**src/rtl/pfm_pkg.sv**
```systemverilog
// constants, register map and helpers for the port F pin/bus multiplexer
//
// Contract
// - direction register is write-only, eight bits
// - power-on/hw standby loads direction 80 or 00
// - manual reset, sw standby keep direction, latch
// - sw standby holds or floats bus outputs
// - pin 7 drives system clock when bit set
// - bus modes force pins 6-3 to strobes
// - bus modes: pins 2-0 follow direction bits when BCL is zero
// - single-chip modes: pins 6-0 follow direction
// - output latch read/write, resets to zero
// - readback register is read-only, writes ignored
// - readback gives latch if output, else pin
// - readback tracks pins, holds in sw standby/manual reset
// - pin 2 request out, else wait in, else port
// - release enable: pin 1 ack out, pin 0 request in
package pfm_pkg;

  localparam int unsigned AW = 18;

  // printed offsets are register indices; byte address is index times four
  localparam logic [15:0] DIR_IDX = 16'hfebe;
  localparam logic [15:0] RB_IDX  = 16'hff5e;
  localparam logic [15:0] LAT_IDX = 16'hff6e;
  localparam logic [15:0] SBC_IDX = 16'hff3a;
  localparam logic [15:0] BCL_IDX = 16'hfed5;

  localparam logic [7:0] DIR_RST_BUS = 8'h80;
  localparam logic [7:0] DIR_RST_SC  = 8'h00;
  localparam logic [7:0] LAT_RST     = 8'h00;
  localparam logic [7:0] SBC_RST     = 8'h00;
  localparam logic [7:0] BCL_RST     = 8'h00;

  localparam int unsigned HOLD_BIT  = 3;
  localparam int unsigned STALL_BIT = 0;
  localparam int unsigned REQOE_BIT = 6;
  localparam int unsigned BUS_RELEASE_ENABLE_BIT  = 7;

  localparam int unsigned PIN_CLK  = 7;
  localparam int unsigned PIN_AS   = 6;
  localparam int unsigned PIN_RD   = 5;
  localparam int unsigned PIN_HWR  = 4;
  localparam int unsigned PIN_LWR  = 3;
  localparam int unsigned PIN_REQ  = 2;
  localparam int unsigned PIN_ACK  = 1;
  localparam int unsigned PIN_BUS_REQUEST_IN = 0;

  localparam logic [1:0] RESP_OKAY   = 2'h0;
  localparam logic [1:0] RESP_SLVERR = 2'h2;

  typedef enum logic [2:0] {
    REG_NONE = 3'h0,
    REG_DIR  = 3'h1,
    REG_RB   = 3'h2,
    REG_LAT  = 3'h3,
    REG_SBC  = 3'h4,
    REG_BCL  = 3'h5
  } pfm_reg_e;

  function automatic logic is_bus_mode(input logic [2:0] m);
    return (m == 3'h1) || (m == 3'h2) || (m == 3'h4) || (m == 3'h5) || (m == 3'h6);
  endfunction

  function automatic logic [7:0] dir_init(input logic [2:0] m);
    return is_bus_mode(m) ? DIR_RST_BUS : DIR_RST_SC;
  endfunction

  function automatic logic [7:0] rb_mix(input logic [7:0] dir, input logic [7:0] lat,
                                        input logic [7:0] pin);
    return (dir & lat) | (~dir & pin);
  endfunction

  function automatic pfm_reg_e reg_of(input logic [AW-1:0] a);
    logic [15:0] idx;
    idx = a[AW-1:2];
    if (idx == DIR_IDX) return REG_DIR;
    else if (idx == RB_IDX) return REG_RB;
    else if (idx == LAT_IDX) return REG_LAT;
    else if (idx == SBC_IDX) return REG_SBC;
    else if (idx == BCL_IDX) return REG_BCL;
    else return REG_NONE;
  endfunction

endpackage

```
**src/rtl/pfm_port_f.sv**
```systemverilog
// port F: registers, AXI4-Lite slave, standby handling and pin drivers
module pfm_port_f
  import pfm_pkg::*;
(
  input  wire logic          REF_CLK_I,
  input  wire logic          RESET_I,
  input  wire logic          CE_I,
  input  wire logic [2:0]    MODE_I,
  input  wire logic          HW_STANDBY_I,
  input  wire logic          SW_STANDBY_I,
  input  wire logic          MANUAL_RESET_I,
  input  wire logic          SYS_CLOCK_I,
  input  wire logic          ADDR_STROBE_N_I,
  input  wire logic          READ_STROBE_N_I,
  input  wire logic          HIGH_BYTE_WRITE_STROBE_N_I,
  input  wire logic          LOW_BYTE_WRITE_STROBE_N_I,
  input  wire logic          BUS_REQUEST_OUT_N_I,
  input  wire logic          BUS_ACK_OUT_N_I,
  output logic               STALL_N_O,
  output logic               BUS_REQUEST_IN_N_O,
  input  wire logic [7:0]    PF_IN_I,
  output logic      [7:0]    PF_OUT_O,
  output logic      [7:0]    PF_OE_N_O,
  input  wire logic [AW-1:0] S_AXI_AWADDR,
  input  wire logic          S_AXI_AWVALID,
  output logic               S_AXI_AWREADY,
  input  wire logic [31:0]   S_AXI_WDATA,
  input  wire logic [3:0]    S_AXI_WSTRB,
  input  wire logic          S_AXI_WVALID,
  output logic               S_AXI_WREADY,
  output logic [1:0]         S_AXI_BRESP,
  output logic               S_AXI_BVALID,
  input  wire logic          S_AXI_BREADY,
  input  wire logic [AW-1:0] S_AXI_ARADDR,
  input  wire logic          S_AXI_ARVALID,
  output logic               S_AXI_ARREADY,
  output logic [31:0]        S_AXI_RDATA,
  output logic [1:0]         S_AXI_RRESP,
  output logic               S_AXI_RVALID,
  input  wire logic          S_AXI_RREADY
);

  ////////////////////////////////////////////////////////////////////////////
  // synchronised pin inputs

  logic [7:0] pin_s;
  logic [2:0] mode_s;
  logic       hw_s;
  logic       sw_s;
  logic       mrst_s;

  pfm_sync #(
    .W (14)
  ) u_sync (
    .clk_i (REF_CLK_I),
    .ce_i  (CE_I),
    .d_i   ({PF_IN_I, MODE_I, HW_STANDBY_I, SW_STANDBY_I, MANUAL_RESET_I}),
    .q_o   ({pin_s, mode_s, hw_s, sw_s, mrst_s})
  );

  logic init;
  logic bus_mode;

  // power-on reset and hardware standby initialise; manual reset does not
  assign init     = RESET_I | hw_s;
  assign bus_mode = is_bus_mode(mode_s);

  ////////////////////////////////////////////////////////////////////////////
  // register bus: write path

  logic            aw_have_q;
  logic            w_have_q;
  logic [AW-1:0]   awaddr_q;
  logic [7:0]      wdata_q;
  logic            wlane_q;
  logic            bvalid_q;
  logic [1:0]      bresp_q;
  logic            wr_fire;
  pfm_reg_e        wr_reg;
  logic            wr_ok;

  assign S_AXI_AWREADY = CE_I & ~aw_have_q;
  assign S_AXI_WREADY  = CE_I & ~w_have_q;
  assign S_AXI_BVALID  = bvalid_q;
  assign S_AXI_BRESP   = bresp_q;

  assign wr_fire = CE_I & aw_have_q & w_have_q & ~bvalid_q;
  assign wr_reg  = reg_of(awaddr_q);
  // a write without lane 0 is answered but stores nothing
  assign wr_ok   = wr_fire & wlane_q;

  always_ff @(posedge REF_CLK_I)
  begin
    if (RESET_I)
    begin
      aw_have_q <= 1'b0;
      awaddr_q  <= '0;
    end
    else if (CE_I)
    begin
      if (S_AXI_AWVALID && !aw_have_q)
      begin
        aw_have_q <= 1'b1;
        awaddr_q  <= S_AXI_AWADDR;
      end
      else if (wr_fire)
      begin
        aw_have_q <= 1'b0;
      end
    end
  end

  always_ff @(posedge REF_CLK_I)
  begin
    if (RESET_I)
    begin
      w_have_q <= 1'b0;
      wdata_q  <= 8'h00;
      wlane_q  <= 1'b0;
    end
    else if (CE_I)
    begin
      if (S_AXI_WVALID && !w_have_q)
      begin
        w_have_q <= 1'b1;
        wdata_q  <= S_AXI_WDATA[7:0];
        wlane_q  <= S_AXI_WSTRB[0];
      end
      else if (wr_fire)
      begin
        w_have_q <= 1'b0;
      end
    end
  end

  always_ff @(posedge REF_CLK_I)
  begin
    if (RESET_I)
    begin
      bvalid_q <= 1'b0;
      bresp_q  <= RESP_OKAY;
    end
    else if (CE_I)
    begin
      if (wr_fire)
      begin
        bvalid_q <= 1'b1;
        bresp_q  <= (wr_reg == REG_NONE) ? RESP_SLVERR : RESP_OKAY;
      end
      else if (S_AXI_BREADY)
      begin
        bvalid_q <= 1'b0;
      end
    end
  end

  ////////////////////////////////////////////////////////////////////////////
  // port registers

  logic [7:0] dir_q;
  logic [7:0] lat_q;
  logic [7:0] sbc_q;
  logic [7:0] bcl_q;
  logic [7:0] rb_q;

  // direction: whole-byte writes only, the value cannot be read back
  always_ff @(posedge REF_CLK_I)
  begin
    if (init)
      dir_q <= dir_init(mode_s);
    else if (wr_ok && wr_reg == REG_DIR)
      dir_q <= wdata_q;
  end

  always_ff @(posedge REF_CLK_I)
  begin
    if (init)
      lat_q <= LAT_RST;
    else if (wr_ok && wr_reg == REG_LAT)
      lat_q <= wdata_q;
  end

  always_ff @(posedge REF_CLK_I)
  begin
    if (init)
    begin
      sbc_q <= SBC_RST;
      bcl_q <= BCL_RST;
    end
    else if (wr_ok && wr_reg == REG_SBC)
      sbc_q <= wdata_q;
    else if (wr_ok && wr_reg == REG_BCL)
      bcl_q <= wdata_q;
  end

  // readback is not writable; it samples continuously except when frozen
  always_ff @(posedge REF_CLK_I)
  begin
    if (init)
      rb_q <= pin_s;
    else if (CE_I && !(mrst_s || sw_s))
      rb_q <= rb_mix(dir_q, lat_q, pin_s);
  end

  ////////////////////////////////////////////////////////////////////////////
  // register bus: read path

  logic        rvalid_q;
  logic [7:0]  rdata_q;
  logic [1:0]  rresp_q;
  logic [7:0]  rd_val;
  logic [1:0]  rd_resp;

  assign S_AXI_ARREADY = CE_I & ~rvalid_q;
  assign S_AXI_RVALID  = rvalid_q;
  assign S_AXI_RDATA   = {24'h000000, rdata_q};
  assign S_AXI_RRESP   = rresp_q;

  always_comb
  begin
    rd_val  = 8'h00;
    rd_resp = RESP_OKAY;
    case (reg_of(S_AXI_ARADDR))
      REG_DIR: rd_val = 8'h00;
      REG_RB:  rd_val = rb_q;
      REG_LAT: rd_val = lat_q;
      REG_SBC: rd_val = sbc_q;
      REG_BCL: rd_val = bcl_q;
      default: rd_resp = RESP_SLVERR;
    endcase
  end

  always_ff @(posedge REF_CLK_I)
  begin
    if (RESET_I)
    begin
      rvalid_q <= 1'b0;
      rdata_q  <= 8'h00;
      rresp_q  <= RESP_OKAY;
    end
    else if (CE_I)
    begin
      if (S_AXI_ARVALID && !rvalid_q)
      begin
        rvalid_q <= 1'b1;
        rdata_q  <= rd_val;
        rresp_q  <= rd_resp;
      end
      else if (S_AXI_RREADY)
      begin
        rvalid_q <= 1'b0;
      end
    end
  end

  ////////////////////////////////////////////////////////////////////////////
  // pin function selection and drivers

  logic [7:0] mux_val;
  logic [7:0] mux_drv;
  logic [7:0] bus_out;
  logic [7:0] sby_mask;
  logic       hold;
  logic [7:0] out_q;
  logic [7:0] oe_n_q;
  logic [7:0] out_d;
  logic [7:0] oe_n_d;

  pfm_pin_mux u_mux (
    .bus_mode_i               (bus_mode),
    .dir_i                    (dir_q),
    .latch_i                  (lat_q),
    .pin_i                    (pin_s),
    .sys_clock_i              (SYS_CLOCK_I),
    .address_strobe_i         (ADDR_STROBE_N_I),
    .read_strobe_i            (READ_STROBE_N_I),
    .high_byte_write_strobe_i (HIGH_BYTE_WRITE_STROBE_N_I),
    .low_byte_write_strobe_i  (LOW_BYTE_WRITE_STROBE_N_I),
    .bus_request_out_i        (BUS_REQUEST_OUT_N_I),
    .bus_ack_out_i            (BUS_ACK_OUT_N_I),
    .request_out_enable_i     (bcl_q[REQOE_BIT]),
    .stall_enable_i           (bcl_q[STALL_BIT]),
    .bus_release_enable_i     (bcl_q[BUS_RELEASE_ENABLE_BIT]),
    .pin_val_o                (mux_val),
    .pin_drv_o                (mux_drv),
    .bus_out_o                (bus_out),
    .stall_n_o                (STALL_N_O),
    .bus_request_in_n_o       (BUS_REQUEST_IN_N_O)
  );

  assign hold     = sbc_q[HOLD_BIT];
  assign sby_mask = sw_s ? bus_out : 8'h00;

  // only bus control outputs are affected by software standby
  always_comb
  begin
    if (hold)
    begin
      out_d  = (mux_val & ~sby_mask) | (out_q & sby_mask);
      oe_n_d = (~mux_drv & ~sby_mask) | (oe_n_q & sby_mask);
    end
    else
    begin
      out_d  = mux_val;
      oe_n_d = ~mux_drv | sby_mask;
    end
  end

  // registered drivers cost one cycle of strobe delay but keep pins glitch free
  always_ff @(posedge REF_CLK_I)
  begin
    if (init)
    begin
      out_q  <= 8'h00;
      oe_n_q <= 8'hff;
    end
    else if (CE_I)
    begin
      out_q  <= out_d;
      oe_n_q <= oe_n_d;
    end
  end

  assign PF_OUT_O  = out_q;
  assign PF_OE_N_O = oe_n_q;

  ////////////////////////////////////////////////////////////////////////////
  // checks

  logic act;

  assign act = CE_I & ~hw_s & ~sw_s;
endmodule

```
**src/rtl/pfm_sync.sv**
```systemverilog
// two-stage synchroniser for pin-level inputs
module pfm_sync
  import pfm_pkg::*;
#(
  parameter int unsigned W = 1
) (
  input  wire logic         clk_i,
  input  wire logic         ce_i,
  input  wire logic [W-1:0] d_i,
  output logic      [W-1:0] q_o
);

  logic [W-1:0] meta_q;
  logic [W-1:0] sync_q;

  // no reset: pins settle within two edges while reset is held
  always_ff @(posedge clk_i)
  begin
    if (ce_i)
    begin
      meta_q <= d_i;
      sync_q <= meta_q;
    end
  end

  assign q_o = sync_q;

endmodule

```
**src/rtl/pfm_pin_mux.sv**
```systemverilog
// pin function selection for port F
module pfm_pin_mux
  import pfm_pkg::*;
(
  input  wire logic       bus_mode_i,
  input  wire logic [7:0] dir_i,
  input  wire logic [7:0] latch_i,
  input  wire logic [7:0] pin_i,
  input  wire logic       sys_clock_i,
  input  wire logic       address_strobe_i,
  input  wire logic       read_strobe_i,
  input  wire logic       high_byte_write_strobe_i,
  input  wire logic       low_byte_write_strobe_i,
  input  wire logic       bus_request_out_i,
  input  wire logic       bus_ack_out_i,
  input  wire logic       request_out_enable_i,
  input  wire logic       stall_enable_i,
  input  wire logic       bus_release_enable_i,
  output logic      [7:0] pin_val_o,
  output logic      [7:0] pin_drv_o,
  output logic      [7:0] bus_out_o,
  output logic            stall_n_o,
  output logic            bus_request_in_n_o
);

  always_comb
  begin
    pin_val_o = latch_i;
    pin_drv_o = dir_i;
    bus_out_o = 8'h00;
    stall_n_o = 1'b1;
    bus_request_in_n_o = 1'b1;
    pin_val_o[PIN_CLK] = sys_clock_i;
    if (bus_mode_i)
    begin
      pin_val_o[PIN_AS]  = address_strobe_i;
      pin_val_o[PIN_RD]  = read_strobe_i;
      pin_val_o[PIN_HWR] = high_byte_write_strobe_i;
      pin_val_o[PIN_LWR] = low_byte_write_strobe_i;
      pin_drv_o[PIN_AS:PIN_LWR] = 4'hf;
      bus_out_o[PIN_AS:PIN_LWR] = 4'hf;
      if (request_out_enable_i)
      begin
        pin_val_o[PIN_REQ] = bus_request_out_i;
        pin_drv_o[PIN_REQ] = 1'b1;
        bus_out_o[PIN_REQ] = 1'b1;
      end
      else if (stall_enable_i)
      begin
        pin_drv_o[PIN_REQ] = 1'b0;
        stall_n_o = pin_i[PIN_REQ];
      end
      if (bus_release_enable_i)
      begin
        pin_val_o[PIN_ACK] = bus_ack_out_i;
        pin_drv_o[PIN_ACK] = 1'b1;
        bus_out_o[PIN_ACK] = 1'b1;
        pin_drv_o[PIN_BUS_REQUEST_IN] = 1'b0;
        bus_request_in_n_o = pin_i[PIN_BUS_REQUEST_IN];
      end
    end
  end

endmodule

```
**config.mk**
```make
export PLATFORM = sky130hd
export DESIGN_NAME = pfm_port_f
export DESIGN_NICKNAME = d
export VERILOG_FILES = /design/src/rtl/pfm_pkg.sv /design/src/rtl/pfm_port_f.sv /design/src/rtl/pfm_sync.sv /design/src/rtl/pfm_pin_mux.sv
export SDC_FILE = /design/constraint.sdc
export NUM_CORES = 1
export LEC_CHECK = 0
export BUFFER_PORTS_ARGS = -buffer_cell sky130_fd_sc_hd__buf_2
export CORE_AREA = 2 2 136 138
export CTS_BUF_LIST = sky130_fd_sc_hd__clkbuf_16
export CTS_CLUSTER_SIZE = 14
export DETAILED_ROUTE_END_ITERATION = 10
export DIE_AREA = 0 0 138 140
export GPL_ROUTABILITY_DRIVEN = 0
export PLACE_DENSITY = 0.52
export SLEW_MARGIN = 20
export SYNTH_ARGS = -nofsm -noshare
export SYNTH_HDL_FRONTEND = slang
export SYNTH_SLANG_ARGS = --single-unit
```
**constraint.sdc**
```tcl
create_clock -name REF_CLK_I -period 3.25 [get_ports REF_CLK_I]
set_clock_uncertainty 0.1 [all_clocks]
set_input_delay 0.8125 -clock REF_CLK_I [delete_from_list [all_inputs] [get_ports REF_CLK_I]]
set_output_delay 0.8125 -clock REF_CLK_I [all_outputs]
set_load 0.02 [all_outputs]
```
==> impl_metrics.py <==
metrics = {
    "layout": {
        "n_fill_cell": 1799,
        "design_area_um2": 6545,
        "multiInputGateArea_um2": 2105,
        "mostFrequentLayoutCell": "buf_2",
        "nets": 732,
        "layout-drive-gt1-share": 0.2609,
        "mostFrequentLayoutCells": "102 x buf_2, 98 x nand2_1, 79 x dfxtp_1",
        "n_antenna_cell": 0,
        "register_area_um2": 2903,
        "syn_to_final_growth_pct": 24.70,
    },
    "synth": {
        "synthFlopType": "dfxtp_1",
        "synth_warnings": 0,
        "synthCells": 518,
        "ys_seq_area_frac": 0.5530,
        "ys_types": 49,
        "syn_area_um2": 5249,
        "avgSynthCellArea_um2": 10.13,
        "ys_ff_latch": 123,
        "synth-edff-count": 44,
        "ys_async_sr_fraction": 0,
    },
    "global_routing": {
        "grt_first_pass_wirelength_um": 20710,
        "antenna_found_initial": 0,
        "overflow": 0,
        "grt_pass1_vias": 4033,
        "track_usage": 0.1367,
        "grt_start_max_net_pins": 39,
    },
    "critical_path": {
        "worstSetupPathType": "flip-flop to output pin",
        "crit_family": "simple AND/OR/NAND/NOR gates",
        "cpPeakStageDelay_ns": 0.44,
        "required_ns": 2.34,
        "path_buf_inv": 1,
        "critPathCaptureType": "output pin",
        "path_max_fanout": 12,
        "cp_cell_sequence": "or3_1, and2_1, nand3_1, buf_2",
        "critPathLaunchType": "flip-flop",
        "slowest_stage": "or3_1",
        "arrival_ns": 1.90,
    },
    "die": {
        "die-area_um2": 19320,
        "die_h_um": 140,
        "start_util": 0.2952,
        "die_x_um": 138,
        "io_pins": 160,
        "rows": 49,
        "core_area_um2": 17780,
    },
    "clock_network": {
        "ctsHoldBuffers": 0,
        "htreeDepth": 4,
        "cts_resized": 0,
        "clk_latency_ns": 0.42,
        "cts_buffer_depth": 2,
        "cts_setup_buffers": 0,
        "clk_pin_slew_ns": 0.05,
        "clockRootBuffer": "clkbuf_16",
        "cts_tree": "done",
        "cts.sinks": 123,
        "cts_made_buffers": 17,
    },
    "timing": {
        "fin_tns_setup_ns": 0,
        "hold_viol_final": 0,
        "rsz0062_at_grt": "false",
        "fmax_ghz": 0.3551,
        "worstMarginPinSlew_ns": 0.7270,
        "drv_slew": 0,
        "slew_headroom": 0.5117,
        "finalSetupViolCount": 0,
        "period_share": 0.8664,
        "period_needed_ns": 2.816,
    },
    "power": {
        "p_leak_nw": 2.690,
        "power_density_nw_per_um2": 576.1,
        "ir_drop_mv": 0.3319,
    },
    "placed_design": {
        "place_hpwl_um": 9793,
        "io_buffers": 102,
        "place_area_um2": 5969,
    },
    "flow_run": {
        "drv_cap": 0,
    },
    "drt": {
        "num_vias": 4118,
        "wl_per_cell_um": 14.98,
        "drtIter0Drc": 196,
        "drc": 0,
        "via_per_inst": 4.717,
        "postRouteAntennaNets": 0,
        "wirelength_um": 13080,
        "firstDrtPassIters": 4,
    },
    "run_status": {
        "run_status": "finished, final reports clean",
    },
    "hold_path": {
        "hold_path_class": "flip-flop to flip-flop",
    },
}
[state kept, by name, summed over array words and instances (netlist names), named ones only]
signal	cells
aw_have_q	1
S_AXI_RVALID	1
bcl_q	8
S_AXI_BVALID	1
rb_q	8
dir_q	8
PF_OE_N_O	2
S_AXI_BRESP	1
wdata_q	8
S_AXI_RRESP	1
u_sync.meta_q	14
awaddr_q	16
PF_OUT_O	2
wlane_q	1
w_have_q	1
sbc_q	8
u_sync.q_o	14
lat_q	8
rdata_q	8
[layer usage]
layer	global-route usage	share of wire
met1	0.1727	0.44
met2	0.2142	0.46
met3	0.04957	0.084
met4	0.05317	0.013
met5	0	0
[report_power, final]
group | switching [W] | internal (W)
Combinational | 0.000170 | 0.0000878
Clock | 0.000641 | 0.00116
Sequential | 0.0000392 | 0.00167
[per-stage QoR]
step	utilization	std cells	hold WS (ns)	worst slack (ns)	total power, W
floorplan	-	543	0.3003	0.7083	0.001906
global placement	0.3357	841	0.3037	0.6503	0.001995
detailed placement	0.3357	841	0.3052	0.5996	0.002001
CTS	0.3681	873	0.3185	0.4045	0.003815
global route	0.3681	873	0.3287	0.3400	0.003912
finish	0.3681	873	0.3194	0.4342	0.003771
[cells in the mapped netlist (2+ instances only)]
cell type / count / share of area
buf_4: 26 / 0.037
a21oi_1: 33 / 0.031
nand3_1: 42 / 0.040
a41oi_1: 2 / 0.0033
clkbuf_1: 18 / 0.013
o31ai_1: 3 / 0.0043
mux2_2: 9 / 0.019
a311oi_1: 5 / 0.0083
and4b_1: 2 / 0.0038
nor2_1: 38 / 0.027
nand4_1: 18 / 0.021
inv_1: 13 / 0.0093
o21ai_0: 5 / 0.0048
mux2i_1: 29 / 0.055
o211ai_1: 2 / 0.0029
or2_2: 2 / 0.0024
a22o_1: 8 / 0.013
nand2_1: 98 / 0.070
and2_1: 3 / 0.0036
nor4_4: 4 / 0.016
edfxtp_1: 44 / 0.25
dfxtp_1: 79 / 0.30
buf_1: 3 / 0.0021
o22ai_1: 5 / 0.0060
nor2b_1: 2 / 0.0024
or3_1: 2 / 0.0024
[final cells by class]
| class | instances | share of cell area |
|---|---|---|
| sequential | 123 | 0.4435 |
| clock buffer | 20 | 0.07647 |
| clock inverter | 12 | 0.01147 |
| inverter | 14 | 0.008029 |
| tap | 229 | 0.04378 |
| timing repair buffer | 117 | 0.09520 |
| multi-input combinational | 358 | 0.3215 |
[worst reg2reg max path: cells and delay by family, from the launching register on]
family,cells,cell delay [ns]
DFF,1,0.40
muxes,1,0.28
and+or+nand+nor,4,1.18
[logic make-up after synthesis]
logic type,share of synthesized area
buf+inv,0.06436
xor+xnor,0.001669
flops,0.5530
mux,0.07461
other cells,0.0007145
compound gates,0.08200
simple gates,0.2236
[worst paths after layout]
path	startpoint	endpoint	slack [ns]	cells past startpoint
min	u_sync.meta_q[8]	u_sync.q_o[8]	0.32	0
max	u_sync.q_o[4]	STALL_N_O	0.43	4
max reg2reg	w_have_q	sbc_q[2]	1.15	5
min reg2reg	u_sync.meta_q[8]	u_sync.q_o[8]	0.32	0
No activity file was read; power rests on OpenSTA's default activity.
